$ cat src/common/uctc_pkg.sv
package uctc_pkg;
   localparam logic [7:0]  OFS_CTRL1 = 8'h00;
   localparam logic [7:0]  OFS_CTRL2 = 8'h04;
   localparam logic [7:0]  OFS_PRS   = 8'h08;
   localparam logic [7:0]  OFS_CMPA  = 8'h0C;
   localparam logic [7:0]  OFS_CMPB  = 8'h10;
   localparam logic [7:0]  OFS_CNT   = 8'h14;
   localparam logic [7:0]  OFS_FLAGS = 8'h18;
   localparam logic [7:0]  OFS_IER   = 8'h1C;
   localparam logic [7:0]  OFS_TRG   = 8'h20;
   localparam logic [7:0]  OFS_SYNC  = 8'h24;
   localparam logic [7:0]  OFS_SNAP  = 8'h28;
   localparam logic [31:0] CTRL1_MASK = 32'h0000F9FF;
   localparam logic [31:0] SYNC_MASK  = 32'h0FF3FFFF;
   localparam logic [31:0] RST_ZERO   = 32'h00000000;
   localparam int MODE_LSB  = 0;
   localparam int EDGE_LSB  = 2;
   localparam int SRC_LSB   = 4;
   localparam int START_BIT = 7;
   localparam int ADC_BIT   = 8;
   localparam int DIR_BIT   = 11;
   localparam int INV_BIT   = 12;
   localparam int IMM_BIT   = 13;
   localparam int TRG_LSB   = 14;
   localparam int RUN_BIT   = 0;
   localparam int CLR_BIT   = 1;
   localparam int FLAG_A    = 2;
   localparam int FLAG_B    = 1;
   localparam int FLAG_WRAP = 0;
   typedef enum logic [1:0] {
      UCTC_PERIODIC = 2'h0,
      UCTC_PWM      = 2'h1,
      UCTC_ONESHOT  = 2'h2,
      UCTC_CAPTURE  = 2'h3
   } uctc_mode_t;
   typedef enum logic [1:0] {
      UCTC_CE_RISE = 2'h0,
      UCTC_CE_FALL = 2'h1,
      UCTC_CE_BOTH = 2'h2,
      UCTC_CE_NONE = 2'h3
   } uctc_edge_t;
endpackage

$ cat src/common/uctc_tick_if.sv
`timescale 1ns/10ps
interface uctc_tick_if #(parameter int PRS_W = 10);
   logic [2:0]       src_sel;
   logic [PRS_W-1:0] div;
   logic             restart;
   logic             pin_lvl;
   logic             ext_lvl;
   logic             tick;
   modport core (output src_sel, div, restart, pin_lvl, ext_lvl, input tick);
   modport pre  (input src_sel, div, restart, pin_lvl, ext_lvl, output tick);
endinterface

$ cat src/hdl/uctc_prescaler.sv
`timescale 1ns/10ps
module uctc_prescaler #(
   parameter int PRS_W = 10
) (
   input  wire logic ref_clk,
   input  wire logic rst,
   uctc_tick_if.pre  tk
);
   logic [5:0]       base_r;
   logic [PRS_W-1:0] pre_r;
   logic             pin_d_r;
   logic             ext_d_r;
   logic             tick_r;
   logic             src_evt;

   // base divider, restarted by each clear write, gives the four fixed ratios
   always_ff @(posedge ref_clk) begin
      if (rst || tk.restart) begin
         base_r <= 6'h00;
      end else begin
         base_r <= base_r + 6'h01;
      end
   end

   // levels arrive already synchronised; only the edge is taken here
   always_ff @(posedge ref_clk) begin
      if (rst) begin
         pin_d_r <= 1'b0;
         ext_d_r <= 1'b0;
      end else begin
         pin_d_r <= tk.pin_lvl;
         ext_d_r <= tk.ext_lvl;
      end
   end

   always_comb begin
      case (tk.src_sel)
         3'h0:     src_evt = base_r[0];
         3'h1:     src_evt = &base_r[1:0];
         3'h2:     src_evt = &base_r[3:0];
         3'h3:     src_evt = &base_r[5:0];
         3'h4,
         3'h5:     src_evt = tk.ext_lvl & ~ext_d_r;
         default:  src_evt = tk.pin_lvl & ~pin_d_r;
      endcase
   end

   always_ff @(posedge ref_clk) begin
      if (rst || tk.restart) begin
         pre_r  <= '0;
         tick_r <= 1'b0;
      end else begin
         tick_r <= 1'b0;
         if (src_evt) begin
            if (pre_r == tk.div) begin
               pre_r  <= '0;
               tick_r <= 1'b1;
            end else begin
               pre_r <= pre_r + 1'b1;
            end
         end
      end
   end

   assign tk.tick = tick_r;
endmodule

$ cat src/hdl/uctc_timer.sv
// Added by the designer: the Wishbone register port.
`timescale 1ns/10ps
module uctc_timer #(
   parameter int CNT_W = 16,
   parameter int PRS_W = 10
) (
   input  wire logic        ref_clk,
   input  wire logic        rst,
   input  wire logic        wb_cyc,
   input  wire logic        wb_stb,
   input  wire logic        wb_we,
   input  wire logic [7:0]  wb_adr,
   input  wire logic [3:0]  wb_sel,
   input  wire logic [31:0] wb_wdata,
   output logic      [31:0] wb_rdata,
   output logic             wb_ack,
   input  wire logic        timer_io_pin_rx,
   output logic             timer_io_pin_tx,
   output logic             timer_io_pin_oe,
   input  wire logic        external_clock_source,
   output logic             adc_trigger,
   output logic             irq
);
   if (CNT_W != 16 || PRS_W < 1 || PRS_W > 16) begin : g_chk
      $error("uctc_timer: unsupported width");
   end

   logic [31:0]       ctrl1_r;
   logic              run_r;
   logic [PRS_W-1:0]  prs_r;
   logic [15:0]       cmp_a_r;
   logic [15:0]       cmp_b_r;
   logic [15:0]       cnt_r;
   logic [2:0]        flags_r;
   logic [2:0]        ier_r;
   logic [15:0]       trg_r;
   logic [31:0]       sync_r;
   logic [15:0]       snap_r;
   logic [15:0]       buf_a_r;
   logic [15:0]       buf_b_r;
   logic              done_r;
   logic              wave_r;
   logic              ack_r;
   logic [31:0]       dat_r;
   logic              pin_tx_r;
   logic              pin_oe_r;
   logic              adc_r;
   logic              irq_r;
   logic              pin_s1_r;
   logic              pin_s2_r;
   logic              pin_s3_r;
   logic              ext_s1_r;
   logic              ext_s2_r;
   logic [31:0]       rd_nxt;
   logic              req;
   logic              wr;
   logic              clr_wr;
   logic              cnt_wr;
   logic [2:0]        flag_clr;
   logic [2:0]        flag_set;
   logic              go;
   logic              step;
   logic [15:0]       cnt_inc;
   logic              a_hit;
   logic              b_hit;
   logic              tp_hit;
   logic              wrap;
   logic              rise;
   logic              fall;
   logic              cap_clr;
   logic              cap_a;
   logic              cap_b;
   logic              is_cap;
   logic [1:0]        tmode;
   uctc_pkg::uctc_mode_t mode;
   uctc_pkg::uctc_edge_t cedge;

   uctc_tick_if #(.PRS_W(PRS_W)) tk ();

   uctc_prescaler #(.PRS_W(PRS_W)) u_pre (
      .ref_clk (ref_clk),
      .rst     (rst),
      .tk      (tk)
   );

   function automatic logic [31:0] wmerge(input logic [31:0] old, input logic [31:0] wd,
                                          input logic [3:0] sel);
      logic [31:0] res;
      res = old;
      for (int i = 0; i < 4; i++) begin
         if (sel[i]) begin
            res[8*i +: 8] = wd[8*i +: 8];
         end
      end
      return res;
   endfunction

   function automatic logic hit(input logic [7:0] ofs);
      return wr && (wb_adr == ofs);
   endfunction

   assign req      = wb_cyc & wb_stb & ~ack_r;
   assign wr       = req & wb_we;
   assign clr_wr   = hit(uctc_pkg::OFS_CTRL2) & wb_sel[0] & wb_wdata[uctc_pkg::CLR_BIT];
   assign cnt_wr   = hit(uctc_pkg::OFS_CNT);
   assign flag_clr = (hit(uctc_pkg::OFS_FLAGS) && wb_sel[0]) ? wb_wdata[2:0] : 3'h0;

   assign mode    = uctc_pkg::uctc_mode_t'(ctrl1_r[uctc_pkg::MODE_LSB +: 2]);
   assign cedge   = uctc_pkg::uctc_edge_t'(ctrl1_r[uctc_pkg::EDGE_LSB +: 2]);
   assign tmode   = ctrl1_r[uctc_pkg::TRG_LSB +: 2];
   assign is_cap  = (mode == uctc_pkg::UCTC_CAPTURE);
   assign go      = run_r & (buf_b_r != 16'h0000) & ~done_r;
   assign step    = go & tk.tick;
   assign cnt_inc = cnt_r + 16'h0001;
   // compares look one count ahead so a period of B ticks runs 0..B-1
   assign b_hit   = step & ~is_cap & (cnt_inc == buf_b_r);
   assign a_hit   = step & ~is_cap & (cnt_inc == buf_a_r);
   assign tp_hit  = step & (cnt_inc == trg_r);
   assign wrap    = step & ~b_hit & (cnt_r == 16'hFFFF);
   assign rise    = pin_s2_r & ~pin_s3_r;
   assign fall    = ~pin_s2_r & pin_s3_r;
   assign cap_a   = run_r & is_cap & ((cedge == uctc_pkg::UCTC_CE_FALL) ? rise : fall);
   assign cap_b   = run_r & is_cap & ((cedge == uctc_pkg::UCTC_CE_FALL) ? fall : rise);
   assign flag_set = {a_hit | cap_a, b_hit | cap_b, wrap};

   always_comb begin
      case (cedge)
         uctc_pkg::UCTC_CE_RISE: cap_clr = go & is_cap & rise;
         uctc_pkg::UCTC_CE_FALL: cap_clr = go & is_cap & fall;
         uctc_pkg::UCTC_CE_BOTH: cap_clr = go & is_cap & (rise | fall);
         default:                cap_clr = 1'b0;
      endcase
   end

   assign tk.src_sel = ctrl1_r[uctc_pkg::SRC_LSB +: 3];
   assign tk.div     = prs_r;
   assign tk.restart = clr_wr;
   assign tk.pin_lvl = pin_s2_r;
   assign tk.ext_lvl = ext_s2_r;

   // pin and external clock come from outside the clock domain
   always_ff @(posedge ref_clk) begin
      if (rst) begin
         pin_s1_r <= 1'b0;
         pin_s2_r <= 1'b0;
         pin_s3_r <= 1'b0;
         ext_s1_r <= 1'b0;
         ext_s2_r <= 1'b0;
      end else begin
         pin_s1_r <= timer_io_pin_rx;
         pin_s2_r <= pin_s1_r;
         pin_s3_r <= pin_s2_r;
         ext_s1_r <= external_clock_source;
         ext_s2_r <= ext_s1_r;
      end
   end

   always_ff @(posedge ref_clk) begin
      if (rst) begin
         ctrl1_r <= uctc_pkg::RST_ZERO;
         run_r   <= 1'b0;
         prs_r   <= '0;
         ier_r   <= 3'h0;
         trg_r   <= 16'h0000;
         sync_r  <= uctc_pkg::RST_ZERO;
      end else begin
         if (hit(uctc_pkg::OFS_CTRL1)) begin
            ctrl1_r <= wmerge(ctrl1_r, wb_wdata, wb_sel) & uctc_pkg::CTRL1_MASK;
         end
         if (hit(uctc_pkg::OFS_CTRL2) && wb_sel[0]) begin
            run_r <= wb_wdata[uctc_pkg::RUN_BIT];
         end
         if (hit(uctc_pkg::OFS_PRS)) begin
            prs_r <= PRS_W'(wmerge(32'(prs_r), wb_wdata, wb_sel));
         end
         if (hit(uctc_pkg::OFS_IER) && wb_sel[0]) begin
            ier_r <= wb_wdata[2:0];
         end
         if (hit(uctc_pkg::OFS_TRG)) begin
            trg_r <= 16'(wmerge(32'(trg_r), wb_wdata, wb_sel));
         end
         if (hit(uctc_pkg::OFS_SYNC)) begin
            sync_r <= wmerge(sync_r, wb_wdata, wb_sel) & uctc_pkg::SYNC_MASK;
         end
      end
   end

   // a capture edge wins over a bus write in the same cycle
   always_ff @(posedge ref_clk) begin
      if (rst) begin
         cmp_a_r <= 16'h0000;
         cmp_b_r <= 16'h0000;
      end else begin
         if (cap_a) begin
            cmp_a_r <= cnt_r;
         end else if (hit(uctc_pkg::OFS_CMPA)) begin
            cmp_a_r <= 16'(wmerge(32'(cmp_a_r), wb_wdata, wb_sel));
         end
         if (cap_b) begin
            cmp_b_r <= cnt_r;
         end else if (hit(uctc_pkg::OFS_CMPB)) begin
            cmp_b_r <= 16'(wmerge(32'(cmp_b_r), wb_wdata, wb_sel));
         end
      end
   end

   // compare buffers hide software writes until the period ends
   always_ff @(posedge ref_clk) begin
      if (rst) begin
         buf_a_r <= 16'h0000;
         buf_b_r <= 16'h0000;
      end else if (ctrl1_r[uctc_pkg::IMM_BIT] || clr_wr || b_hit) begin
         buf_a_r <= cmp_a_r;
         buf_b_r <= cmp_b_r;
      end
   end

   always_ff @(posedge ref_clk) begin
      if (rst) begin
         cnt_r <= 16'h0000;
      end else if (clr_wr) begin
         cnt_r <= 16'h0000;
      end else if (cnt_wr) begin
         cnt_r <= 16'(wmerge(32'(cnt_r), wb_wdata, wb_sel));
      end else if (b_hit || cap_clr) begin
         cnt_r <= 16'h0000;
      end else if (step) begin
         cnt_r <= cnt_inc;
      end
   end

   always_ff @(posedge ref_clk) begin
      if (rst) begin
         done_r <= 1'b0;
      end else if (clr_wr) begin
         done_r <= 1'b0;
      end else if (b_hit && mode == uctc_pkg::UCTC_ONESHOT) begin
         done_r <= 1'b1;
      end
   end

   always_ff @(posedge ref_clk) begin
      if (rst) begin
         snap_r <= 16'h0000;
      end else if (a_hit || clr_wr) begin
         snap_r <= cnt_r;
      end
   end

   always_ff @(posedge ref_clk) begin
      if (rst) begin
         wave_r <= 1'b0;
      end else if (clr_wr) begin
         wave_r <= ctrl1_r[uctc_pkg::START_BIT];
      end else if (b_hit && mode != uctc_pkg::UCTC_PERIODIC) begin
         wave_r <= ctrl1_r[uctc_pkg::START_BIT];
      end else if (a_hit) begin
         if (mode == uctc_pkg::UCTC_PERIODIC) begin
            wave_r <= (buf_a_r != 16'h0000) ? ~wave_r : wave_r;
         end else begin
            wave_r <= ~ctrl1_r[uctc_pkg::START_BIT];
         end
      end
   end

   // set beats the write-one clear in the same cycle
   always_ff @(posedge ref_clk) begin
      if (rst) begin
         flags_r <= 3'h0;
      end else begin
         flags_r <= (flags_r & ~flag_clr) | flag_set;
      end
   end

   always_ff @(posedge ref_clk) begin
      if (rst) begin
         pin_tx_r <= 1'b0;
         pin_oe_r <= 1'b0;
         adc_r    <= 1'b0;
         irq_r    <= 1'b0;
      end else begin
         pin_tx_r <= wave_r ^ ctrl1_r[uctc_pkg::INV_BIT];
         pin_oe_r <= ctrl1_r[uctc_pkg::DIR_BIT];
         adc_r    <= ctrl1_r[uctc_pkg::ADC_BIT] & ((~tmode[1] & a_hit) | (tmode[1] & tp_hit) |
                     ((tmode == 2'h3) & a_hit));
         irq_r    <= |(flags_r & ier_r);
      end
   end

   always_comb begin
      case (wb_adr)
         uctc_pkg::OFS_CTRL1: rd_nxt = ctrl1_r;
         uctc_pkg::OFS_CTRL2: rd_nxt = {31'h00000000, run_r};
         uctc_pkg::OFS_PRS:   rd_nxt = 32'(prs_r);
         uctc_pkg::OFS_CMPA:  rd_nxt = {16'h0000, cmp_a_r};
         uctc_pkg::OFS_CMPB:  rd_nxt = {16'h0000, cmp_b_r};
         uctc_pkg::OFS_CNT:   rd_nxt = {16'h0000, cnt_r};
         uctc_pkg::OFS_FLAGS: rd_nxt = {29'h00000000, flags_r};
         uctc_pkg::OFS_IER:   rd_nxt = {29'h00000000, ier_r};
         uctc_pkg::OFS_TRG:   rd_nxt = {16'h0000, trg_r};
         uctc_pkg::OFS_SYNC:  rd_nxt = sync_r;
         uctc_pkg::OFS_SNAP:  rd_nxt = {16'h0000, snap_r};
         default:             rd_nxt = uctc_pkg::RST_ZERO;
      endcase
   end

   // one wait state: ack always comes the edge after the request is seen
   always_ff @(posedge ref_clk) begin
      if (rst) begin
         ack_r <= 1'b0;
         dat_r <= uctc_pkg::RST_ZERO;
      end else begin
         ack_r <= req;
         dat_r <= (req && !wb_we) ? rd_nxt : uctc_pkg::RST_ZERO;
      end
   end

   assign wb_ack          = ack_r;
   assign wb_rdata        = dat_r;
   assign timer_io_pin_tx = pin_tx_r;
   assign timer_io_pin_oe = pin_oe_r;
   assign adc_trigger     = adc_r;
   assign irq             = irq_r;
endmodule

$ cat config.mk
export PLATFORM = sky130hd
export DESIGN_NAME = uctc_timer
export DESIGN_NICKNAME = d
export VERILOG_FILES = /design/src/common/uctc_pkg.sv /design/src/common/uctc_tick_if.sv /design/src/hdl/uctc_prescaler.sv /design/src/hdl/uctc_timer.sv
export SDC_FILE = /design/constraint.sdc
export NUM_CORES = 1
export LEC_CHECK = 0
export BUFFER_PORTS_ARGS = -buffer_cell sky130_fd_sc_hd__buf_4
export CORE_ASPECT_RATIO = 1.4
export CORE_UTILIZATION = 45
export CTS_CLUSTER_DIAMETER = 30
export DETAILED_ROUTE_END_ITERATION = 10
export GPL_TIMING_DRIVEN = 0
export PLACE_DENSITY = 0.63
export SLEW_MARGIN = 15
export SYNTH_ARGS = -nofsm -noshare
export SYNTH_HDL_FRONTEND = slang
export SYNTH_SLANG_ARGS = --single-unit
$ cat constraint.sdc
create_clock -name ref_clk -period 3.37 [get_ports ref_clk]
set_input_delay 0.1685 -clock ref_clk [delete_from_list [all_inputs] [get_ports ref_clk]]
set_output_delay 0.1685 -clock ref_clk [all_outputs]
set_load 0.1 [all_outputs]
==> results.py, run 1 <==
metrics = {
    "outcome": {
        "status": "finished, violations left",
        "violations": "hold timing",
    },
    "drt": {
        "final_antenna_net_count": 0,
        "wl_per_cell_um": 23.1,
        "vias_per_cell": 6.07,
        "first_pass_iters": 7,
        "drt_wl_total_mm": 41.5,
        "drt_first_iter_violations": 899,
        "drc": 0,
        "vias": 10900,
    },
    "synthesis": {
        "avgSynthCellArea_um2": 8.55,
        "ys_types": 71,
        "syn_inst": 1302,
        "synthArstFlopShare_pct": 0,
        "ys_ff_latch": 225,
        "synth-seq-area-share_pct": 40.5,
        "synth_top_area_cell": "dfxtp_1",
        "yosysMostFrequentCell": "dfxtp_1",
        "synth-edff-count": 0,
        "synthTopCellsByArea": "dfxtp_1, mux2i_1, nor2_1",
        "syn_area_um2": 11100,
        "synth_commonest_cells": "dfxtp_1, nor2_1, nand2_1, mux2i_1, nand3_1",
        "yosys_warnings": 0,
        "synth_top_area_share_pct": 40.5,
        "synthFlopType": "dfxtp_1",
    },
    "cts": {
        "clkLatencyLatePin_ns": 0.53,
        "cts_tree": "done",
        "cts.sinks": 225,
        "cts_buffers": 42,
        "clk_pin_slew_ns": 0.05,
        "htree_levels": 2,
        "cts_root_buf": "clkbuf_16",
        "clk_path_buf_depth": 3,
    },
    "layout": {
        "fin_cells": 1795,
        "area_delta_synth_final_pct": 25.2,
        "n_fill_cell": 2209,
        "drive_gt1_share_pct": 14.3,
        "nets": 1512,
        "diodes": 0,
        "utilization_pct": 57.7,
    },
    "sta": {
        "fin_crit_ns": 3.29,
        "worst_slew_pin_slew_ns": 1.20,
        "whs_ns": -0.00130,
        "hold_viol": 1,
        "fin_worst_skew_ns": 0.0233,
        "fin_ws_ns": 0.0778,
        "setup-violations-final": 0,
        "slew_violations": 0,
        "fmax_mhz": 304,
        "fin_crit_sh_pct": 97.7,
        "relSlewSlack_pct": 19.9,
    },
    "pwr": {
        "p_int_mw": 5.52,
        "p_leak_nw": 5.07,
        "p_sw_mw": 1.66,
        "pwr-share-clk_pct": 59.0,
        "p_per_area_nw_per_um2": 516,
        "sequentialPowerShare_pct": 37.3,
        "switching_share_pct": 23.1,
        "vdd_ir_drop_max_mv": 0.389,
        "combPwrFrac_pct": 3.7,
    },
    "grt": {
        "grt_overflow_total": 0,
        "grt_max_degree": 11,
        "track_usage_pct": 32.7,
        "grt_pass1_vias": 10600,
        "antenna_found_initial": 0,
        "grt_pass1_wl_mm": 62.4,
    },
    "critical_path": {
        "required_ns": 3.82,
        "start_kind": "flip-flop",
        "crit_type": "reg -> reg",
        "crit_arrival_ns": 3.74,
        "critPathMaxFanout": 10,
        "endpoint_kind": "flip-flop",
    },
    "placed_design": {
        "dpl.cell_count": 1686,
        "io_buffers": 69,
        "preCtsSetupSlack_ns": -0.669,
        "hpwlAfterDp_mm": 31.0,
        "place_congestion": 0.959,
    },
    "floorplan": {
        "coreArea_um2": 24100,
        "row_count": 67,
        "start_util_pct": 46.1,
        "die_h_um": 188,
        "die_w_um": 135,
        "dieArea_um2": 25400,
        "io-pin-count": 88,
    },
    "job": {
        "maxCapViolations": 0,
    },
    "hold_path": {
        "hold_class": "in -> reg",
    },
}
power groups by stage:
stage / registers [mW] / clock network (mW) / logic, mW
2_1_floorplan: 2.74 / 0 / 0.126
5_1_grt: 2.68 / 4.39 / 0.281
6_report: 2.68 / 4.24 / 0.269
3_3_place_gp: 2.73 / 0 / 0.238
4_1_cts: 2.68 / 4.25 / 0.264
3_5_place_dp: 2.73 / 0 / 0.241
path summary, 6_finish.rpt:
path | slack [ns] | start | to | cells after the start
worst min-delay path | -0.001 | wb_stb | wb_ack$_SDFF_PP0_ | 3
worst max register to register | 0.08 | cnt_r[8]$_SDFFE_PP0P_ | cnt_r[14]$_SDFFE_PP0P_ | 11
worst max-delay path | 0.08 | cnt_r[8]$_SDFFE_PP0P_ | cnt_r[14]$_SDFFE_PP0P_ | 11
worst min register to register | 0.46 | u_pre.base_r[0]$_SDFF_PP0_ | u_pre.base_r[0]$_SDFF_PP0_ | 1
critical path, stage by stage (launching register included):
cell and delay [ns]:
dfxtp_1 0.40, clkbuf_2 0.32, nand3_1 0.17, nor4_4 0.46
xnor2_1 0.30, nand2_1 0.14, nand4_2 0.17, nor4_4 0.08
nor2_1 0.56, buf_2 0.36, o21ai_0 0.12, a21oi_1 0.13
flip-flops by register name (all words and copies together), names as in the netlist, 14 cells and up:
register and flops:
buf_a_r 16, buf_b_r 16, cmp_a_r 16, cmp_b_r 16, cnt_r 16, ctrl1_r 14
snap_r 16, sync_r 26, trg_r 16, wb_rdata 26
metal layers:
metal,global-route usage [%],up-vias,part of all wire (%)
met5,0,-,0
met4,22.0,0,7.0
met3,6.24,179,7.5
met2,55.8,582,48
met1,36.5,5122,37
li1,-,5011,-
kinds of logic after synthesis:
logic type / Yosys count / share of synthesized area [%]
muxes: 98 / 8.81
xor gates and xnor gates: 84 / 6.73
DFF: 225 / 40.5
AOI/OAI and AO/OA: 277 / 16.8
and+or+nand+nor: 491 / 21.5
adders and majority gates: 8 / 0.899
buffers and inverters: 118 / 4.74
other: 1 / 0.0337
area by class of cell:
cell class              instances  area [um^2]  area share (%)
multi-input cells             964         6220            44.6
flip-flops and latches        225         4510            32.4
clock buffers                  52         1160            8.31
repair buffers                103          833            5.98
plain buffers                 100          485            3.48
well taps                     310          388            2.78
clock inverters                24          277            1.98
inverters                      17         63.8           0.458
repair_timing:
item                                    in CTS  in global routing
resized for setup                            9                 25
pin swaps                                    6                 12
hold buffers                                24                  0
setup buffers                                5                  5
endpoints found under the setup margin      68                 62
endpoints found under the hold margin       53                  0
layout by cell type, fill, tap and decap left out, types with 37 or more instances in the layout:
| cell | count |
|---|---|
| nand3_1 | 91 |
| a211oi_1 | 42 |
| xor2_1 | 37 |
| buf_4 | 88 |
| nor2_1 | 166 |
| clkbuf_16 | 42 |
| dfxtp_1 | 220 |
| clkbuf_1 | 72 |
| a21oi_1 | 91 |
| mux2i_1 | 97 |
| nand2_1 | 102 |
| xnor2_1 | 42 |
through the flow:
| step | power, mW | cell area [um^2] | TNS [ns] |
|---|---|---|---|
| CTS | 7.19 | 13800 | 0 |
| global placement | 2.97 | 12100 | -36.38 |
| detailed placement | 2.98 | 12100 | -36.49 |
| global route | 7.35 | 13900 | -0.0745 |
| floorplan | 2.86 | 11100 | 0 |
| finish | 7.19 | 13900 | 0 |
Power figures use the tool's default switching activity.
==> run 2: changes to the inputs <==
- SYNTH_HIERARCHICAL: not set -> 1
==> run 2 against run 1 <==
The flow now finishes without violations; via count increased by 4.5%; clock power increased by 3%; final cell count increased by 3.9%; final area increased by 3.5%; non-clock buffer count increased by 19; core utilization decreased by 0.69 points; sequential power about the same; power increased by 4.8%; synthesized cell count increased by 3.9%; area after synthesis increased by 4.0%; maximum frequency decreased by 0.80%; global-route usage decreased by 0.30 points; largest power group unchanged; highest routed layer unchanged.
==> results.py, run 2 <==
metrics = {
    "drt": {
        "first_pass_iters": 8,
        "final_antenna_net_count": 0,
        "drt_wl_total_mm": 42.5,
        "wl_per_cell_um": 22.8,
        "drc": 0,
        "vias_per_cell": 6.10,
        "drt_first_iter_violations": 1014,
        "vias": 11400,
    },
    "floorplan": {
        "die_w_um": 138,
        "io-pin-count": 88,
        "coreArea_um2": 25300,
        "dieArea_um2": 26400,
        "die_h_um": 192,
        "start_util_pct": 45.7,
        "row_count": 69,
    },
    "grt": {
        "grt_overflow_total": 0,
        "grt_pass1_wl_mm": 63.0,
        "grt_max_degree": 13,
        "antenna_found_initial": 0,
        "grt_pass1_vias": 10600,
        "track_usage_pct": 32.4,
    },
    "hold_path": {
        "whs_path_depth": 3,
        "hold_class": "in -> reg",
        "hold_end": "cnt_r[2]$_SDFFE_PP0P_",
        "min_from": "wb_sel[0]",
    },
    "sta": {
        "fin_crit_sh_pct": 98.5,
        "relSlewSlack_pct": 11.4,
        "hold_viol": 0,
        "setup-violations-final": 0,
        "rsz0062_at_grt": "yes",
        "worst_slew_pin_slew_ns": 1.32,
        "fin_worst_skew_ns": 0.0170,
        "slew_violations": 0,
        "fin_ws_ns": 0.0512,
        "fmax_mhz": 301,
        "whs_ns": 0.0568,
        "fin_crit_ns": 3.32,
    },
    "cts": {
        "cts_root_buf": "clkbuf_16",
        "clkLatencyLatePin_ns": 0.53,
        "cts_buffers": 43,
        "htree_levels": 2,
        "cts_tree": "done",
        "clk_path_buf_depth": 3,
        "cts.sinks": 226,
        "clk_pin_slew_ns": 0.05,
    },
    "critical_path": {
        "critPathMaxFanout": 10,
        "crit_type": "reg -> reg",
        "r2r_cells": 11,
        "endpoint_kind": "flip-flop",
        "required_ns": 3.77,
        "crit_arrival_ns": 3.72,
        "start_kind": "flip-flop",
        "r2r-end": "cnt_r[11]$_SDFFE_PP0P_",
        "rrSetupSlack_ns": 0.05,
        "reg2reg_from": "cnt_r[1]$_SDFFE_PP0P_",
    },
    "synthesis": {
        "synth_fa_ha_area_share_pct": 0.865,
        "synth_commonest_cells": "dfxtp_1, nor2_1, nand2_1, mux2i_1, nand3_1",
        "yosys_warnings": 6,
        "synth_top_area_cell": "dfxtp_1",
        "synthArstFlopShare_pct": 0,
        "syn_inst": 1353,
        "yosysMostFrequentCell": "dfxtp_1",
        "yosys.area_share.simple_pct": 23.2,
        "ys_ff_latch": 226,
        "synth_compound_area_share_pct": 16.6,
        "synth_top_area_share_pct": 39.1,
        "synth_top_family_by_area": "simple AND/OR/NAND/NOR gates",
        "synthMuxAreaShare_pct": 8.22,
        "ys_types": 77,
        "avgSynthCellArea_um2": 8.55,
        "synthFlopType": "dfxtp_1",
        "synth_xor_area_share_pct": 6.85,
        "synthTopCellsByArea": "dfxtp_1, mux2i_1, nor2_1",
        "synth-seq-area-share_pct": 39.1,
        "syn_area_um2": 11600,
        "synth-edff-count": 0,
    },
    "layout": {
        "diodes": 0,
        "ff_latch_area_um2": 4530,
        "area_delta_synth_final_pct": 24.7,
        "fin_cells": 1865,
        "mostFrequentLayoutCells": "dfxtp_1, nor2_1, nand2_1",
        "nets": 1572,
        "fin_area_um2": 14400,
        "drive_gt1_share_pct": 14.4,
        "multi_input_area_um2": 6520,
        "final_common_cell": "dfxtp_1",
        "n_fill_cell": 2274,
    },
    "pwr": {
        "finalPower_mw": 7.53,
        "vdd_ir_drop_max_mv": 0.517,
        "p_leak_nw": 5.17,
        "p_per_area_nw_per_um2": 522,
    },
    "job": {
        "maxCapViolations": 0,
    },
    "placed_design": {
        "preCtsSetupSlack_ns": -0.714,
        "dpl.cell_count": 1748,
        "place_congestion": 0.936,
        "hpwlAfterDp_mm": 31.9,
        "io_buffers": 71,
        "place_area_um2": 12500,
    },
    "outcome": {
        "status": "finished clean",
    },
}
[run 2: where the power goes]
group	total (mW)	internal, mW	switching, mW
sequential	2.71	2.69	0.0117
combinational	0.460	0.156	0.304
clock	4.36	2.86	1.50
[run 2: how the worst max path moves through the flow]
stage / startpoint / end / slack, ns / depth (start not counted)
after global routing: cnt_r[1]$_SDFFE_PP0P_ / buf_a_r[6]$_SDFFE_PP0P_ / -0.05 / 12
after global placement: cnt_r[1]$_SDFFE_PP0P_ / snap_r[15]$_SDFFE_PP0P_ / -0.72 / 10
final: cnt_r[1]$_SDFFE_PP0P_ / cnt_r[11]$_SDFFE_PP0P_ / 0.05 / 11
after floorplan: cnt_r[1]$_SDFFE_PP0P_ / snap_r[10]$_SDFFE_PP0P_ / 0.31 / 13
after CTS: cnt_r[1]$_SDFFE_PP0P_ / cnt_r[11]$_SDFFE_PP0P_ / 0.03 / 12
after detailed placement: cnt_r[1]$_SDFFE_PP0P_ / snap_r[15]$_SDFFE_PP0P_ / -0.71 / 10
[run 2: kinds of logic after synthesis]
family                   Yosys count
flip-flops                       226
XOR/XNOR                          81
adder cells (fa/ha/maj)            8
other                              1
multiplexers                      95
AO/OA/AOI/OAI                    285
buffers and inverters            128
AND/OR/NAND/NOR                  529
[run 2: routing by layer]
layer / GRT usage [%] / up-vias / routed length (um)
li1: - / 5230 / -
met1: 37.2 / 5384 / 16200
met2: 55.6 / 587 / 20400
met3: 4.57 / 179 / 2910
met4: 20.6 / 0 / 3040
met5: 0 / - / 0
[run 2: through the flow]
stage	setup TNS, ns	utilization (%)
2_1_floorplan	0	-
3_3_place_gp	-31.33	49.5
3_5_place_dp	-33.44	49.5
4_1_cts	0	56.8
5_1_grt	-0.231	57.0
6_report	0	57.0
[run 2: layout make-up]
type                    count  area share [%]
plain buffers             111            3.75
clock buffers              48            7.73
multi-input cells        1004            45.2
inverters                  16           0.416
repair buffers            111            6.30
well taps                 319            2.77
clock inverters            30            2.49
flip-flops and latches    226            31.4
[run 2: worst max-delay path: stages (launching register included)]
cell and delay (ns):
dfxtp_4 0.43, ha_1 0.16, buf_2 0.21, and3_1 0.18, buf_4 0.21, a41oi_1 0.20
nand3b_1 0.24, nor4_1 0.36, nand4b_1 0.23, or2_2 0.45, a22o_1 0.23, o31a_1 0.30
[run 2: what timing repair did]
item                       4_1_cts  5_1_grt
hold endpoints to repair        59        0
hold buffers                    29        0
setup endpoints to repair       69       56
buffers inserted                 5        6
resized for setup                9        9
pin swaps                        3        3
==> run 3: changes to the inputs <==
- clock period: 3.37 -> 2.9 ns (I/O delays scaled with it)
==> run 3 against run 2 <==
Largest cell class unchanged; routed wire length up 3.1%; clock-buffer cell count up 4; core utilization up 3.0 points; combinational power up 23%; first-iteration DRC count up 11%; global-route usage up 0.27 points; worst setup slack worse by 0.033 ns.
==> results.py, run 3 (synthesis results as in run 2) <==
metrics = {
    "grt": {
        "antenna_found_initial": 0,
        "grt_overflow_total": 0,
        "grt_max_degree": 12,
        "grt_pass1_vias": 10700,
        "grt_pass1_wl_mm": 63.2,
        "track_usage_pct": 32.7,
    },
    "sta": {
        "relSlewSlack_pct": 21.3,
        "fin_crit_sh_pct": 99.4,
        "rsz0062_at_grt": "yes",
        "fin_crit_ns": 2.88,
        "fin_worst_skew_ns": 0.0272,
        "setup-violations-final": 0,
        "hold_viol": 0,
        "tns_ns": 0,
        "slew_violations": 0,
        "worst_slew_pin_slew_ns": 1.18,
        "fmax_mhz": 347,
    },
    "cts": {
        "cts_tree": "done",
        "clk_path_buf_depth": 3,
        "cts_root_buf": "clkbuf_16",
        "clkLatencyLatePin_ns": 0.55,
        "clk_pin_slew_ns": 0.05,
        "cts_buffers": 43,
        "cts.sinks": 226,
        "htree_levels": 2,
    },
    "placed_design": {
        "place_congestion": 0.923,
        "dpl.cell_count": 1748,
        "hpwlAfterDp_mm": 31.7,
        "io_buffers": 71,
    },
    "critical_path": {
        "rrSetupSlack_ns": 0.02,
        "endpoint_kind": "flip-flop",
        "start_kind": "flip-flop",
        "crit_arrival_ns": 3.28,
        "required_ns": 3.30,
        "critPathMaxFanout": 10,
        "crit_type": "reg -> reg",
    },
    "drt": {
        "final_antenna_net_count": 0,
        "first_pass_iters": 6,
        "drt_wl_total_mm": 43.8,
        "drc": 0,
        "vias": 11600,
        "vias_per_cell": 6.10,
        "drt_first_iter_violations": 1126,
        "wl_per_cell_um": 23.1,
    },
    "outcome": {
        "status": "finished clean",
    },
    "pwr": {
        "p_per_area_nw_per_um2": 577,
        "finalPower_mw": 8.75,
        "p_leak_nw": 5.53,
        "vdd_ir_drop_max_mv": 0.665,
    },
    "floorplan": {
        "dieArea_um2": 26400,
        "start_util_pct": 45.7,
        "io-pin-count": 88,
        "die_w_um": 138,
        "die_h_um": 192,
        "coreArea_um2": 25300,
        "row_count": 69,
    },
    "layout": {
        "nets": 1606,
        "fin_cells": 1897,
        "drive_gt1_share_pct": 19.3,
        "diodes": 0,
        "area_delta_synth_final_pct": 31.2,
        "final_common_cell": "dfxtp_1",
        "mostFrequentLayoutCells": "dfxtp_1, nor2_1, nand2_1",
        "n_fill_cell": 2207,
    },
    "job": {
        "maxCapViolations": 0,
    },
    "hold_path": {
        "hold_class": "in -> reg",
    },
}
==> run 3: cell types whose count changed in the layout (fill, tap and decap cells not counted), sizes merged <==
cell	before	now
buf	112	146
clkinv	14	7
inv	22	21
dlygate4sd3	29	30
clkbuf	129	132
bufinv	6	5
clkinvlp	4	7
==> run 3: report_power, final <==
| group | switching, mW | total (mW) | internal (mW) | leakage, nW |
|---|---|---|---|---|
| clock network | 1.75 | 5.04 | 3.28 | 0.689 |
| logic | 0.361 | 0.566 | 0.205 | 3.01 |
| registers | 0.0180 | 3.15 | 3.13 | 1.83 |
==> run 3: worst paths after layout <==
path                                          endpoint             startpoint  depth (start not counted)
worst max-delay path            cnt_r[11]$_SDFFE_PP0P_  cnt_r[0]$_SDFFE_PP0P_                         10
worst min-delay path                run_r$_SDFFE_PP0P_              wb_adr[3]                          5
worst max register to register  cnt_r[11]$_SDFFE_PP0P_  cnt_r[0]$_SDFFE_PP0P_                         10
worst min register to register     pin_s2_r$_SDFF_PP0_    pin_s1_r$_SDFF_PP0_                          1
==> run 3: cell type report <==
cell class / count / area (um^2) / share of cell area [%]
buffer: 105 / 624 / 4.11
clock buffer: 52 / 1150 / 7.57
clock inverter: 24 / 299 / 1.97
inverter: 16 / 60.1 / 0.396
multi-input combinational: 1004 / 6760 / 44.6
sequential: 226 / 4540 / 29.9
tap: 319 / 399 / 2.63
timing repair buffer: 151 / 1350 / 8.88
==> run 3: stage by stage <==
stage	hold slack, ns	setup slack (ns)	area, um^2	util (%)
6_report	0.0594	0.0186	15200	60.0
3_5_place_dp	0.365	-0.897	12500	49.6
2_1_floorplan	0.217	0.000411	11600	-
4_1_cts	0.0471	0.0176	14700	58.0
5_1_grt	0.0882	-0.0381	15200	60.0
3_3_place_gp	0.356	-0.845	12500	49.6
==> run 3: routing by layer <==
layer  vias up  global-route usage [%]  part of all wire, %
met5         -                       0                    0
met2       637                    54.9                   48
li1       5289                       -                    -
met3       189                    4.70                  7.1
met4         0                    22.2                  7.6
met1      5461                    37.9                   38
==> run 3: timing repair <==
action                                 CTS  global route
buffers inserted                        23            22
setup endpoints to repair               79            82
resized for setup                       48            62
endpoints found under the hold margin   62             0
pin swaps                               13            13
cloned                                   0             5
hold buffers                            30             0
==> run 3: critical path: stages (launching register included) <==
cell and delay, ns:
dfxtp_4 0.36, ha_4 0.27, xor2_1 0.15, nor2_1 0.20
o2111ai_1 0.20, or4_4 0.60, nor3_4 0.21, a21boi_1 0.11
buf_4 0.20, and4_1 0.20, o31a_1 0.27
